## src/rtl/cmst_pkg.sv

```systemverilog
// Package with register map, field positions and reset values of the CAN status block.
package cmst_pkg;
   localparam logic [11:0] CMST_OFS_FLAGS = 12'h050;
   localparam logic [11:0] CMST_OFS_CTRL = 12'h018;
   localparam logic [11:0] CMST_OFS_NDAT_LO = 12'h098;
   localparam logic [11:0] CMST_OFS_NDAT_UP = 12'h09c;
   localparam logic [11:0] CMST_OFS_TXW0 = 12'h0c0;
   localparam logic [11:0] CMST_OFS_TXW1 = 12'h0c4;
   localparam logic [11:0] CMST_OFS_TXW2 = 12'h0c8;
   localparam logic [11:0] CMST_OFS_TXW3 = 12'h0cc;
   localparam logic [11:0] CMST_OFS_TXSTAT = 12'h0d0;
   localparam int CMST_BIT_UNCORR = 21;
   localparam int CMST_BIT_CORR = 20;
   localparam int CMST_BIT_DEDSTORE = 19;
   localparam int CMST_BIT_ACCFAIL = 17;
   localparam int CMST_BIT_INIT = 0;
   localparam int CMST_BIT_FDENA = 8;
   localparam int CMST_BIT_RATESW_ENA = 9;
   localparam int CMST_BIT_ESIR = 10;
   localparam int CMST_BIT_EXT_ID = 30;
   localparam int CMST_BIT_RTR = 29;
   localparam int CMST_ID_STD_LSB = 18;
   localparam int CMST_BIT_EVT_STORE = 23;
   localparam int CMST_BIT_FDF = 21;
   localparam int CMST_BIT_BRS = 20;
   localparam int CMST_MARKER_LSB = 24;
   localparam int CMST_DLC_LSB = 16;
   localparam logic [31:0] CMST_RST_CTRL = 32'h0000_0001;
   localparam logic [31:0] CMST_RST_ZERO = 32'h0000_0000;
   localparam logic [3:0] CMST_DLC_CLASSIC_MAX = 4'h8;
   localparam logic [6:0] CMST_BYTES_CLASSIC_MAX = 7'h08;
endpackage : cmst_pkg

```

## src/rtl/cmst_dlc_decode.sv

```systemverilog
// Data length code to payload byte count decoder.
`timescale 1ns/1ns
module cmst_dlc_decode
   import cmst_pkg::*;
(
   // Code and format.
   input wire logic [3:0] dlc_in,
   input wire logic fd_in,
   // Byte count.
   output logic [6:0] bytes_out
);
   always_comb begin
      if (dlc_in <= CMST_DLC_CLASSIC_MAX) begin
         bytes_out = {3'h0, dlc_in};
      end else if (!fd_in) begin
         bytes_out = CMST_BYTES_CLASSIC_MAX;
      end else begin
         case (dlc_in)
            4'h9: bytes_out = 7'h0c;
            4'ha: bytes_out = 7'h10;
            4'hb: bytes_out = 7'h14;
            4'hc: bytes_out = 7'h18;
            4'hd: bytes_out = 7'h20;
            4'he: bytes_out = 7'h30;
            default: bytes_out = 7'h40;
         endcase
      end
   end
endmodule : cmst_dlc_decode

```

## src/rtl/cmst_sticky_flags.sv

```systemverilog
// Bank of sticky flags, set by hardware pulses, cleared by writing one.
`timescale 1ns/1ns
module cmst_sticky_flags #(
   parameter int WIDTH = 32
) (
   // Clock and reset.
   input wire logic clk_in,
   input wire logic rst_n_in,
   // Set and clear.
   input wire logic [WIDTH-1:0] set_in,
   input wire logic [WIDTH-1:0] clr_in,
   // Flags.
   output logic [WIDTH-1:0] flags_out
);
   if (WIDTH < 1) begin : g_bad_width
      $error("WIDTH must be at least one.");
   end
   for (genvar i = 0; i < WIDTH; i++) begin : g_flag
      always_ff @(posedge clk_in or negedge rst_n_in) begin
         if (!rst_n_in) begin
            flags_out[i] <= 1'b0;
         end else if (set_in[i]) begin
            flags_out[i] <= 1'b1;
         end else if (clr_in[i]) begin
            flags_out[i] <= 1'b0;
         end
      end
   end
endmodule : cmst_sticky_flags

```

## src/rtl/cmst_top.sv

```systemverilog
// CAN message RAM status flags, new-data flags and Tx element decode behind AHB-Lite.
`timescale 1ns/1ns
module cmst_top
   import cmst_pkg::*;
(
   // Clock and reset.
   input wire logic mclk_in,
   input wire logic arst_n_in,
   // AHB-Lite slave.
   input wire logic hsel_in,
   input wire logic [11:0] haddr_in,
   input wire logic [1:0] htrans_in,
   input wire logic hwrite_in,
   input wire logic [2:0] hsize_in,
   input wire logic [31:0] hwdata_in,
   input wire logic hready_in,
   output logic [31:0] hrdata_out,
   output logic hreadyout_out,
   output logic hresp_out,
   // Message RAM and Rx handler events, one-cycle pulses.
   input wire logic ram_err_uncorr_in,
   input wire logic ram_err_corr_in,
   input wire logic dedicated_store_in,
   input wire logic rx_late_in,
   input wire logic rx_write_fail_in,
   input wire logic [31:0] rxbuf_update_in,
   // Protocol engine state.
   input wire logic error_passive_in,
   // Protocol engine controls.
   output logic init_control_bit_out,
   output logic rx_abort_out,
   output logic rx_restart_out,
   // Decoded Tx element.
   output logic tx_extended_out,
   output logic tx_remote_out,
   output logic [28:0] tx_id_out,
   output logic [7:0] tx_marker_out,
   output logic tx_event_store_out,
   output logic tx_fd_out,
   output logic tx_brs_out,
   output logic tx_esi_out,
   output logic [6:0] tx_bytes_out,
   output logic [7:0] payload_byte_zero_out
);
   import cmst_pkg::*;

   logic rst_s1;
   logic rst_n;
   logic ph_valid;
   logic ph_write;
   logic [11:0] ph_addr;
   logic [31:0] ctrl;
   logic [31:0] txw0;
   logic [31:0] txw1;
   logic [31:0] txw2;
   logic [31:0] txw3;
   logic [31:0] ndat_lo;
   logic [31:0] ndat_up;
   logic [31:0] flags;
   logic [31:0] flag_set;
   logic [31:0] flag_clr;
   logic [31:0] ndlo_clr;
   logic [31:0] ndup_clr;
   logic [31:0] next_rdata;
   logic [6:0] dec_bytes;
   logic wr_go;
   logic fd_eff;
   logic brs_eff;

   // Reset release through two flip-flops.
   always_ff @(posedge mclk_in or negedge arst_n_in) begin
      if (!arst_n_in) begin
         rst_s1 <= 1'b0;
         rst_n <= 1'b0;
      end else begin
         rst_s1 <= 1'b1;
         rst_n <= rst_s1;
      end
   end

   // Address phase capture; the slave never stalls.
   always_ff @(posedge mclk_in or negedge rst_n) begin
      if (!rst_n) begin
         ph_valid <= 1'b0;
         ph_write <= 1'b0;
         ph_addr <= 12'h000;
      end else if (hready_in) begin
         ph_valid <= hsel_in & htrans_in[1];
         ph_write <= hwrite_in;
         ph_addr <= haddr_in;
      end
   end

   assign wr_go = ph_valid & ph_write;

   always_ff @(posedge mclk_in or negedge rst_n) begin
      if (!rst_n) begin
         hreadyout_out <= 1'b1;
         hresp_out <= 1'b0;
      end else begin
         hreadyout_out <= 1'b1;
         hresp_out <= 1'b0;
      end
   end

   // Control register and Tx element words.
   always_ff @(posedge mclk_in or negedge rst_n) begin
      if (!rst_n) begin
         ctrl <= CMST_RST_CTRL;
      end else if (ram_err_uncorr_in) begin
         ctrl[CMST_BIT_INIT] <= 1'b1;
      end else if (wr_go && ph_addr == CMST_OFS_CTRL) begin
         ctrl <= hwdata_in;
      end
   end

   always_ff @(posedge mclk_in or negedge rst_n) begin
      if (!rst_n) begin
         txw0 <= CMST_RST_ZERO;
         txw1 <= CMST_RST_ZERO;
         txw2 <= CMST_RST_ZERO;
         txw3 <= CMST_RST_ZERO;
      end else if (wr_go) begin
         if (ph_addr == CMST_OFS_TXW0) begin
            txw0 <= hwdata_in;
         end else if (ph_addr == CMST_OFS_TXW1) begin
            txw1 <= hwdata_in;
         end else if (ph_addr == CMST_OFS_TXW2) begin
            txw2 <= hwdata_in;
         end else if (ph_addr == CMST_OFS_TXW3) begin
            txw3 <= hwdata_in;
         end
      end
   end

   // Status flags: RAM errors, dedicated store and access failure.
   always_comb begin
      flag_set = 32'h0000_0000;
      flag_set[CMST_BIT_UNCORR] = ram_err_uncorr_in;
      flag_set[CMST_BIT_CORR] = ram_err_corr_in;
      flag_set[CMST_BIT_DEDSTORE] = dedicated_store_in;
      flag_set[CMST_BIT_ACCFAIL] = rx_late_in | rx_write_fail_in;
   end

   assign flag_clr = (wr_go && ph_addr == CMST_OFS_FLAGS) ? hwdata_in : 32'h0000_0000;
   assign ndlo_clr = (wr_go && ph_addr == CMST_OFS_NDAT_LO) ? hwdata_in : 32'h0000_0000;
   assign ndup_clr = (wr_go && ph_addr == CMST_OFS_NDAT_UP) ? hwdata_in : 32'h0000_0000;

   cmst_sticky_flags #(.WIDTH(32)) u_flags (
      .clk_in(mclk_in),
      .rst_n_in(rst_n),
      .set_in(flag_set),
      .clr_in(flag_clr),
      .flags_out(flags)
   );

   cmst_sticky_flags #(.WIDTH(32)) u_ndat_lo (
      .clk_in(mclk_in),
      .rst_n_in(rst_n),
      .set_in(rxbuf_update_in),
      .clr_in(ndlo_clr),
      .flags_out(ndat_lo)
   );

   // The upper bank has no buffers feeding it in this block.
   cmst_sticky_flags #(.WIDTH(32)) u_ndat_up (
      .clk_in(mclk_in),
      .rst_n_in(rst_n),
      .set_in(32'h0000_0000),
      .clr_in(ndup_clr),
      .flags_out(ndat_up)
   );

   // Tx element decode.
   assign fd_eff = ctrl[CMST_BIT_FDENA] & txw1[CMST_BIT_FDF] & ~txw0[CMST_BIT_RTR];
   assign brs_eff = fd_eff & ctrl[CMST_BIT_RATESW_ENA] & txw1[CMST_BIT_BRS];

   cmst_dlc_decode u_dlc (
      .dlc_in(txw1[CMST_DLC_LSB +: 4]),
      .fd_in(fd_eff),
      .bytes_out(dec_bytes)
   );

   always_ff @(posedge mclk_in or negedge rst_n) begin
      if (!rst_n) begin
         tx_extended_out <= 1'b0;
         tx_remote_out <= 1'b0;
         tx_id_out <= 29'h0;
         tx_marker_out <= 8'h00;
         tx_event_store_out <= 1'b0;
         tx_fd_out <= 1'b0;
         tx_brs_out <= 1'b0;
         tx_esi_out <= 1'b0;
         tx_bytes_out <= 7'h00;
         payload_byte_zero_out <= 8'h00;
      end else begin
         tx_extended_out <= txw0[CMST_BIT_EXT_ID];
         tx_remote_out <= txw0[CMST_BIT_RTR];
         tx_id_out <= txw0[CMST_BIT_EXT_ID] ? txw0[28:0]
                      : {txw0[28:CMST_ID_STD_LSB], 18'h0};
         tx_marker_out <= txw1[CMST_MARKER_LSB +: 8];
         tx_event_store_out <= txw1[CMST_BIT_EVT_STORE];
         tx_fd_out <= fd_eff;
         tx_brs_out <= brs_eff;
         tx_esi_out <= ctrl[CMST_BIT_FDENA] & (error_passive_in | ctrl[CMST_BIT_ESIR]);
         tx_bytes_out <= txw0[CMST_BIT_RTR] ? 7'h00 : dec_bytes;
         payload_byte_zero_out <= txw2[7:0];
      end
   end

   // Protocol engine controls.
   always_ff @(posedge mclk_in or negedge rst_n) begin
      if (!rst_n) begin
         init_control_bit_out <= 1'b1;
         rx_abort_out <= 1'b0;
         rx_restart_out <= 1'b0;
      end else begin
         init_control_bit_out <= ctrl[CMST_BIT_INIT] | ram_err_uncorr_in;
         rx_abort_out <= rx_late_in | rx_write_fail_in;
         rx_restart_out <= rx_late_in;
      end
   end

   // Read data is decoded in the address phase and registered, so it stands in the data phase.
   // A read straight behind a write to the same register still returns the old value.
   always_comb begin
      if (haddr_in == CMST_OFS_FLAGS) begin
         next_rdata = flags;
      end else if (haddr_in == CMST_OFS_CTRL) begin
         next_rdata = ctrl;
      end else if (haddr_in == CMST_OFS_NDAT_LO) begin
         next_rdata = ndat_lo;
      end else if (haddr_in == CMST_OFS_NDAT_UP) begin
         next_rdata = ndat_up;
      end else if (haddr_in == CMST_OFS_TXW0) begin
         next_rdata = txw0;
      end else if (haddr_in == CMST_OFS_TXW1) begin
         next_rdata = txw1;
      end else if (haddr_in == CMST_OFS_TXW2) begin
         next_rdata = txw2;
      end else if (haddr_in == CMST_OFS_TXW3) begin
         next_rdata = txw3;
      end else if (haddr_in == CMST_OFS_TXSTAT) begin
         next_rdata = {tx_marker_out, 17'h0, tx_bytes_out};
      end else begin
         next_rdata = 32'h0000_0000;
      end
   end

   always_ff @(posedge mclk_in or negedge rst_n) begin
      if (!rst_n) begin
         hrdata_out <= 32'h0000_0000;
      end else if (hready_in && hsel_in && htrans_in[1] && !hwrite_in) begin
         hrdata_out <= next_rdata;
      end
   end
endmodule : cmst_top

```

## config.mk

```make
export PLATFORM = sky130hd
export DESIGN_NAME = cmst_top
export DESIGN_NICKNAME = d
export VERILOG_FILES = /design/src/rtl/cmst_pkg.sv /design/src/rtl/cmst_dlc_decode.sv /design/src/rtl/cmst_sticky_flags.sv /design/src/rtl/cmst_top.sv
export SDC_FILE = /design/constraint.sdc
export NUM_CORES = 1
export LEC_CHECK = 0
export BUFFER_PORTS_ARGS = -buffer_cell sky130_fd_sc_hd__buf_2
export CORE_MARGIN = 3
export CORE_UTILIZATION = 60
export CTS_CLUSTER_DIAMETER = 200
export DETAILED_ROUTE_END_ITERATION = 7
export GPL_TIMING_DRIVEN = 1
export PLACE_DENSITY = 0.82
export SLEW_MARGIN = 20
export SYNTH_ARGS = -nofsm -noshare
export SYNTH_HDL_FRONTEND = slang
export SYNTH_SLANG_ARGS = --single-unit
```

## constraint.sdc

```tcl
create_clock -name mclk_in -period 21.2 [get_ports mclk_in]
set_input_delay 4.24 -clock mclk_in [delete_from_list [all_inputs] [get_ports mclk_in]]
set_output_delay 4.24 -clock mclk_in [all_outputs]
set_load 0.05 [all_outputs]
```

==> impl_metrics.ini, run 1 <==
[clock_tree]
cts_max_path_buffers = 3
ctsRootBufferMaster = sky130_fd_sc_hd__clkbuf_16
skew_pair_late_insertion_delay_ns = 0.55
cts-hold-fix-buffers = 0
cts_tree = built
tritoncts_num_sinks = 305
clk_pin_slew_ns = 0.06
ctsHtreeMaxLevel = 1
number_of_buffers_created_by_cts = 31
post-cts-setup-buffers = 0
cts_resized = 0

[synth]
synthDominantCellAreaShare = 0.570
synth_enable_flop_cells = 0
yosys_most_used_dff = sky130_fd_sc_hd__dfrtp_1
yosysUniqueCellTypes = 57
synthCells = 1067
syn_area_sq_mm = 0.0133
synthesis.area_per_instance_sq_um = 12.5
async_reset_ff_frac = 1.00
ys_warn_count = 0
yosys.cell_count.top_type = sky130_fd_sc_hd__dfrtp_1
synth_seq_area_share = 0.574
yosys-top-cells-area = sky130_fd_sc_hd__dfrtp_1, sky130_fd_sc_hd__mux2_2, sky130_fd_sc_hd__a21o_1
ys_top_cells_by_count = sky130_fd_sc_hd__dfrtp_1, sky130_fd_sc_hd__mux2_2, sky130_fd_sc_hd__nand2_1
ys_ff_latch = 305
synth_top_cell_by_area = sky130_fd_sc_hd__dfrtp_1

[global_route]
antenna_found_initial = 1
overflow = 0
grtUsageTotal = 0.288
first_global_vias = 9680
grt_max_degree = 185
grt_pass1_wl_um = 54400

[placed_design]
port_buffers = 180
gp_routability_congestion = 0.822
dp.final_hpwl_um = 21100

[timing]
fin_crit_ns = 6.73
final-max-slew-violation-count = 0
slew_headroom = 0.240
worst_slew_pin_tran_ns = 1.14
timing.final.crit_share = 0.317
final_hold_violation_count = 0
fin_skew_ns = 0.00923
timing.setup.tns_ns = 0
setup-violations-final = 0
grt_setup_unrepaired = no
max_freq_ghz = 0.149

[worst_setup_path]
cp-endpoint = hrdata_out[25]
path_type_of_the_worst_setup_path = in -> reg
rr_startpoint = ph_addr[1]
worst_path_required_time_ns = 21.62
worst_r2r_endpoint = ctrl[18]
worstRegToRegCells = 5
critical_path.max_fanout = 29
startpoint_class_of_the_critical_path = input pin
cp-end-kind = flop
worstSetupStartpoint = haddr_in[7]
ff2ff_setup_slack_ns = 18.31
worst-endpoint-arrival_ns = 7.15

[finish]
count_of_nets_after_finishing = 1314
post_route_cells_drive_above_1_share = 0.333
synthToLayoutAreaGrowth_pct = 14.4
final.fill_count = 1464

[floorplan]
fp.dieH_um = 155
design.portCount = 187
core_area_sq_mm = 0.0214
dieArea_sq_mm = 0.0240
initial_utilization = 0.621
number_of_cell_rows = 53
die_w_um = 155

[detailed_routing]
detail_route.wirelength_um = 34600
first_pass_detailed_route_iteration_total = 5
route.antenna.remaining_nets = 0
vias_per_cell = 6.28
route.vias.total = 9531
drc = 0
drtIter0Drc = 867
detail_route.wl_per_cell_um = 22.8

[power_and_ir_drop]
irDropWorstVdd_mv = 0.0728
power_per_cell_area_mw_per_mm2 = 77.5
totalPowerFinal_mw = 1.18
static-leakage-power_nw = 7.23

[run]
max-cap-violations = 0

[worst_hold_path]
timing.hold.worst.class = reg -> reg

[run_status]
status = finished clean
-- per-stage QoR --
stage	area [sq um]	setup WS [ns]	hold WS (ns)	instances	utilization
detailed placement	14300	14.00	0.337	1464	0.666
global placement	14300	14.06	0.341	1464	0.666
floorplan	13300	12.07	0.331	1068	-
finish	15200	14.47	0.357	1517	0.711
CTS	15200	14.56	0.360	1516	0.710
global route	15200	14.39	0.380	1517	0.711
-- metal layers --
layer  part of all wire  global-route usage  up-vias
met3              0.088              0.0545       77
li1                   -                   -     4161
met5                  0                   0        -
met4              0.029              0.0971        0
met2               0.46               0.441      467
met1               0.42               0.420     4826
-- placed cells by master (no fill, tap or decap), types with 15 or more instances in the layout --
cell                        netlist  final
sky130_fd_sc_hd__o21a_1          41     41
sky130_fd_sc_hd__o31ai_1         15     15
sky130_fd_sc_hd__a21o_1          51     51
sky130_fd_sc_hd__mux2_2         155    155
sky130_fd_sc_hd__buf_2           20    180
sky130_fd_sc_hd__mux2_1          31     31
sky130_fd_sc_hd__nand2_1         62     61
sky130_fd_sc_hd__o21ai_0         43     43
sky130_fd_sc_hd__inv_1           19     19
sky130_fd_sc_hd__clkbuf_16        0     31
sky130_fd_sc_hd__o211ai_1        16     16
sky130_fd_sc_hd__a22oi_1         18     18
sky130_fd_sc_hd__dfrtp_1        303    302
sky130_fd_sc_hd__a21oi_1         50     49
sky130_fd_sc_hd__mux2i_1         16     16
sky130_fd_sc_hd__and2_1          31     31
sky130_fd_sc_hd__nor2_1          38     38
-- sequential cells by signal (all words and copies together) (netlist names), 4 cells and up --
name,count
txw3,32
payload_byte_zero_out,8
txw2,32
hrdata_out,32
u_flags.flags_out,4
tx_marker_out,8
tx_bytes_out,7
txw0,32
ph_addr,12
txw1,32
ctrl,32
tx_id_out,29
u_ndat_lo.flags_out,32
-- worst max-delay path, cell delays in order --
cell and delay [ns]:
sky130_fd_sc_hd__buf_2 0.54, sky130_fd_sc_hd__and4bb_2 0.93, sky130_fd_sc_hd__and3_1 0.41, sky130_fd_sc_hd__nand2b_1 0.49, sky130_fd_sc_hd__o211ai_1 0.41, sky130_fd_sc_hd__o31ai_1 0.12
-- report_power, final --
part           total, mW  switching, mW  internal [mW]
Clock              0.511          0.213          0.298
Sequential         0.603        0.00944          0.593
Combinational     0.0655         0.0419         0.0236
-- worst min path at each step --
stage	start	end	cells past startpoint
2_1_floorplan	rst_s1	rst_n	0
3_3_place_gp	rst_s1	rst_n	0
3_5_place_dp	rst_s1	rst_n	0
4_1_cts	rst_s1	rst_n	0
5_1_grt	rst_s1	rst_n	0
6_report	rst_s1	rst_n	0
-- cell type report --
class | instances | area (sq um) | share of cell area
flip-flops and latches | 305 | 7640 | 0.502
multi-input cells | 672 | 5210 | 0.342
repair buffers | 193 | 1010 | 0.0664
clock buffers | 51 | 941 | 0.0618
well taps | 275 | 344 | 0.0226
inverters | 19 | 71.3 | 0.00469
clock inverters | 1 | 5.00 | 0.000329
diodes | 1 | 2.50 | 0.000164
-- cells by family after synthesis --
logic type	count (synthesis)	synth area share
flops	305	0.574
xor+xnor	1	0.000659
buf+inv	91	0.0369
simple gates	182	0.0748
compound gates	284	0.144
mux	202	0.169
other cells	2	0.000565
Power figures use the tool's default switching activity.
==> run 2: changes to the inputs <==
CORE_UTILIZATION = 52   (was 60)
PLACE_DENSITY = 0.75   (was 0.82)
clock period = 6.07 ns   (was 21.2 ns; I/O delays follow)
==> run 2 against run 1 <==
Total power rose to 3.6 times the previous value. Global-route usage is 3.9 points lower. Worst hold slack lost 0.0045 ns. Clock power increased to 3.8 times the previous value. First-iteration DRC count increased by 3.5%. Worst setup slack got worse by 12 ns.
==> impl_metrics.ini, run 2 (synthesis results as in run 1) <==
[finish]
most-common-layout-cells = sky130_fd_sc_hd__dfrtp_1, sky130_fd_sc_hd__buf_2, sky130_fd_sc_hd__mux2_2, sky130_fd_sc_hd__nand2_1, sky130_fd_sc_hd__a21o_1
leading_cell_type_in_the_layout_fill_and_taps_excluded = sky130_fd_sc_hd__dfrtp_1
synthToLayoutAreaGrowth_pct = 15.8
count_of_nets_after_finishing = 1317
sequential_cell_area_sq_mm = 0.00764
multiInputGateArea_sq_mm = 0.00521
post_route_cells_drive_above_1_share = 0.339
finalCoreUtilization = 0.622
stdcell_area_sq_mm = 0.0154
final.fill_count = 1912

[placed_design]
place_ws_ns = 1.89
postPlaceCellArea_sq_mm = 0.0143
port_buffers = 180
dp.final_hpwl_um = 21600
gp_routability_congestion = 0.861

[floorplan]
initial_utilization = 0.538
fp.dieH_um = 166
dieArea_sq_mm = 0.0275
core_area_sq_mm = 0.0247
design.portCount = 187
number_of_cell_rows = 57
die_w_um = 166

[clock_tree]
post-cts-setup-buffers = 0
cts-hold-fix-buffers = 0
number_of_buffers_created_by_cts = 31
ctsHtreeMaxLevel = 1
clk_pin_slew_ns = 0.06
skew_pair_late_insertion_delay_ns = 0.56
cts_tree = built
tritoncts_num_sinks = 305
cts_resized = 0
ctsRootBufferMaster = sky130_fd_sc_hd__clkbuf_16
cts_max_path_buffers = 3

[timing]
fin_skew_ns = 0.0245
fin_crit_ns = 3.56
setup-violations-final = 0
max_freq_ghz = 0.281
worst_slew_pin_tran_ns = 1.12
timing.final.crit_share = 0.587
final-max-slew-violation-count = 0
post-route-worst-setup-slack_ns = 2.51
final_hold_violation_count = 0
timing.setup.tns_ns = 0
grt_setup_unrepaired = no
slew_headroom = 0.248

[power_and_ir_drop]
seq_power_share = 0.495
clock_power_share = 0.451
power.share.combinational = 0.054
p_sw_frac = 0.226
switchingPower_mw = 0.959
static-leakage-power_nw = 7.29
irDropWorstVdd_mv = 0.161
intPower_mw = 3.29
power_per_cell_area_mw_per_mm2 = 276

[global_route]
globalRouteMet2Util = 0.384
gr-usage-met3 = 0.0493
grtUsageTotal = 0.249
overflow = 0
grt_max_degree = 180
globalRouteMet1Util = 0.360
antenna_found_initial = 1
first_global_vias = 9597
grt-busiest-layer = met2
grt_pass1_wl_um = 55000

[worst_hold_path]
timing.hold.worst.class = reg -> reg

[worst_setup_path]
crit_path_cell_trace = buf_2 > buf_4 > and4bb_2 > and3_1 > nand2b_1 > o211ai_1 > o31ai_1
worst-endpoint-arrival_ns = 4.00
startpoint_class_of_the_critical_path = input pin
cp_slowest_cell = sky130_fd_sc_hd__and4bb_2
cp-end-kind = flop
path_type_of_the_worst_setup_path = in -> reg
critical_path.n_buffers_inverters = 2
path_delay_family = simple AND/OR/NAND/NOR gates
critical_path.max_stage_delay_ns = 0.84
worst_path_required_time_ns = 6.50
critical_path.max_fanout = 29

[detailed_routing]
route.vias.total = 9479
first_pass_detailed_route_iteration_total = 5
drtIter0Drc = 897
detail_route.wl_per_cell_um = 22.2
detail_route.wirelength_um = 35000
vias_per_cell = 6.02
drc = 0
route.antenna.remaining_nets = 0

[run_status]
status = finished clean

[run]
max-cap-violations = 0
-- run 2: through the flow --
step	hold WS, ns	power (mW)	cells
floorplan	0.331	2.27	1068
global placement	0.339	2.36	1515
detailed placement	0.339	2.37	1515
CTS	0.359	4.27	1573
global route	0.371	4.40	1575
finish	0.353	4.25	1575
-- run 2: path summary, 6_finish.rpt --
path	start	end	slack [ns]	cells after the start
setup / recovery	haddr_in[7]	hrdata_out[27]	2.51	7
hold / removal	rst_s1	rst_n	0.35	0
setup reg to reg	ph_addr[1]	txw3[16]	3.25	5
hold reg to reg	rst_s1	rst_n	0.35	0
max in group asynchronous	rst_n	tx_id_out[10]	4.20	1
min in group asynchronous	arst_n_in	rst_n	0.43	1
-- run 2: cell type report --
cell class	count	share of cell area
flip-flops and latches	305	0.496
multi-input cells	672	0.338
repair buffers	196	0.0676
clock buffers	48	0.0603
well taps	324	0.0263
clock inverters	10	0.00715
inverters	19	0.00463
diodes	1	0.000162
-- run 2: power by group through the flow --
stage | Combinational [mW] | Clock [mW] | Sequential [mW]
finish | 0.228 | 1.92 | 2.10
global route | 0.250 | 2.04 | 2.11
CTS | 0.230 | 1.94 | 2.10
detailed placement | 0.228 | 0 | 2.14
global placement | 0.225 | 0 | 2.14
floorplan | 0.100 | 0 | 2.17
-- run 2: routing by layer --
layer	vias to the layer above	share of wire
li1	4169	-
met1	4780	0.44
met2	441	0.45
met3	89	0.080
met4	0	0.028
met5	-	0
==> run 3: changes to the inputs <==
CORE_UTILIZATION = 57   (was 52)
PLACE_DENSITY = 0.78   (was 0.75)
clock period = 3.47 ns   (was 6.07 ns; I/O delays follow)
==> run 3 against run 2 <==
Sequential share of layout area is 0.55 points lower. Critical path type is now reg -> reg. Register-to-register slack got worse by 2.3 ns. Core utilization is 6.1 points higher. Global-route usage is 2.6 points higher.
==> impl_metrics.ini, run 3 (synthesis results as in run 1) <==
[clock_tree]
tritoncts_num_sinks = 305
clk_pin_slew_ns = 0.06
cts_max_path_buffers = 3
cts_resized = 0
ctsHtreeMaxLevel = 1
skew_pair_late_insertion_delay_ns = 0.55
ctsRootBufferMaster = sky130_fd_sc_hd__clkbuf_16
number_of_buffers_created_by_cts = 31
cts_tree = built

[finish]
final.fill_count = 1626
synthToLayoutAreaGrowth_pct = 17.1
post_route_cells_drive_above_1_share = 0.348
leading_cell_type_in_the_layout_fill_and_taps_excluded = sky130_fd_sc_hd__dfrtp_1
sequential_cell_area_sq_mm = 0.00764
most-common-layout-cells = sky130_fd_sc_hd__dfrtp_1, sky130_fd_sc_hd__buf_2, sky130_fd_sc_hd__mux2_2, sky130_fd_sc_hd__nand2_1, sky130_fd_sc_hd__a21o_1
multiInputGateArea_sq_mm = 0.00520
count_of_nets_after_finishing = 1343

[detailed_routing]
vias_per_cell = 6.09
route.antenna.remaining_nets = 0
route.vias.total = 9671
drc = 0
drtIter0Drc = 806
detail_route.wirelength_um = 34800
first_pass_detailed_route_iteration_total = 5
detail_route.wl_per_cell_um = 21.9

[global_route]
grtUsageTotal = 0.275
antenna_found_initial = 1
grt_max_degree = 69
first_global_vias = 10100
grt_pass1_wl_um = 55700
overflow = 0

[timing]
final_hold_violation_count = 0
fin_crit_ns = 2.50
timing.final.crit_share = 0.720
final-max-slew-violation-count = 0
max_freq_ghz = 0.400
worst_slew_pin_tran_ns = 0.943
slew_headroom = 0.372
setup-violations-final = 0
grt_setup_unrepaired = no
final.hold.worst_slack_ns = 0.256
fin_skew_ns = 0.0151
timing.setup.tns_ns = 0

[floorplan]
fp.dieH_um = 159
number_of_cell_rows = 55
die_w_um = 159
core_area_sq_mm = 0.0228
dieArea_sq_mm = 0.0252
design.portCount = 187
initial_utilization = 0.584

[worst_setup_path]
crit_path_cell_trace = nor4_2 > nand3_2 > nor3_2 > and3b_2 > buf_4 > mux2_2
cp-end-kind = flop
critical_path.n_buffers_inverters = 1
worst_path_required_time_ns = 3.89
cp_slowest_cell = sky130_fd_sc_hd__buf_4
path_delay_family = simple AND/OR/NAND/NOR gates
critical_path.max_stage_delay_ns = 0.46
worst-endpoint-arrival_ns = 2.92
startpoint_class_of_the_critical_path = flop
critical_path.max_fanout = 29
path_type_of_the_worst_setup_path = reg -> reg

[run]
max-cap-violations = 0

[worst_hold_path]
timing.hold.worst.class = in -> reg

[power_and_ir_drop]
static-leakage-power_nw = 7.41
power_per_cell_area_mw_per_mm2 = 475
irDropWorstVdd_mv = 0.385

[placed_design]
port_buffers = 180
dp.final_hpwl_um = 22800
gp_routability_congestion = 0.873

[run_status]
status = finished clean
==> run 3: per-layer routing <==
layer / up-vias / wire [um] / share of wire / global-route usage
met1: 4878 / 14600 / 0.42 / 0.384
met2: 476 / 16500 / 0.47 / 0.444
met5: - / 0 / 0 / 0
li1: 4228 / - / - / -
met4: 0 / 985 / 0.028 / 0.0923
met3: 89 / 2690 / 0.077 / 0.0451
==> run 3: metrics by stage <==
stage          utilization  std cells  instance area [sq um]  setup WS [ns]  power (mW)
4_1_cts              0.684       1588                  15600          0.973        7.44
3_3_place_gp         0.639       1530                  14500          0.723        4.15
6_report             0.684       1589                  15600          0.971        7.40
2_1_floorplan            -       1068                  13300          0.438        3.97
3_5_place_dp         0.639       1530                  14500          0.739        4.16
5_1_grt              0.684       1589                  15600          0.773        7.65
==> run 3: path summary, 6_finish.rpt <==
path / startpoint / endpoint / slack [ns] / cells past startpoint
setup reg to reg: ph_addr[1] / txw1[6] / 0.97 / 6
hold / removal: rx_late_in / rx_restart_out / 0.26 / 1
max in group asynchronous: rst_n / tx_remote_out / 2.07 / 1
setup / recovery: ph_addr[1] / txw1[6] / 0.97 / 6
hold reg to reg: rst_s1 / rst_n / 0.36 / 0
min in group asynchronous: arst_n_in / rst_n / 0.44 / 2
==> run 3: timing repair <==
action / in CTS / in global routing
hold endpoints to repair: 2 / 0
hold buffers: 1 / 0
buffers inserted: 0 / 0
==> run 3: area by class of cell <==
cell class | count | share of cell area
Timing Repair Buffer | 222 | 0.0806
Sequential cell | 305 | 0.490
Clock buffer | 51 | 0.0604
Multi-Input combinational cell | 672 | 0.334
Clock inverter | 6 | 0.00514
Inverter | 19 | 0.00458
Tap cell | 313 | 0.0251
Antenna cell | 1 | 0.000161
==> run 3: power breakdown <==
group          switching [mW]  internal [mW]
Sequential             0.0609           3.62
Combinational           0.256          0.158
Clock                    1.33           1.98
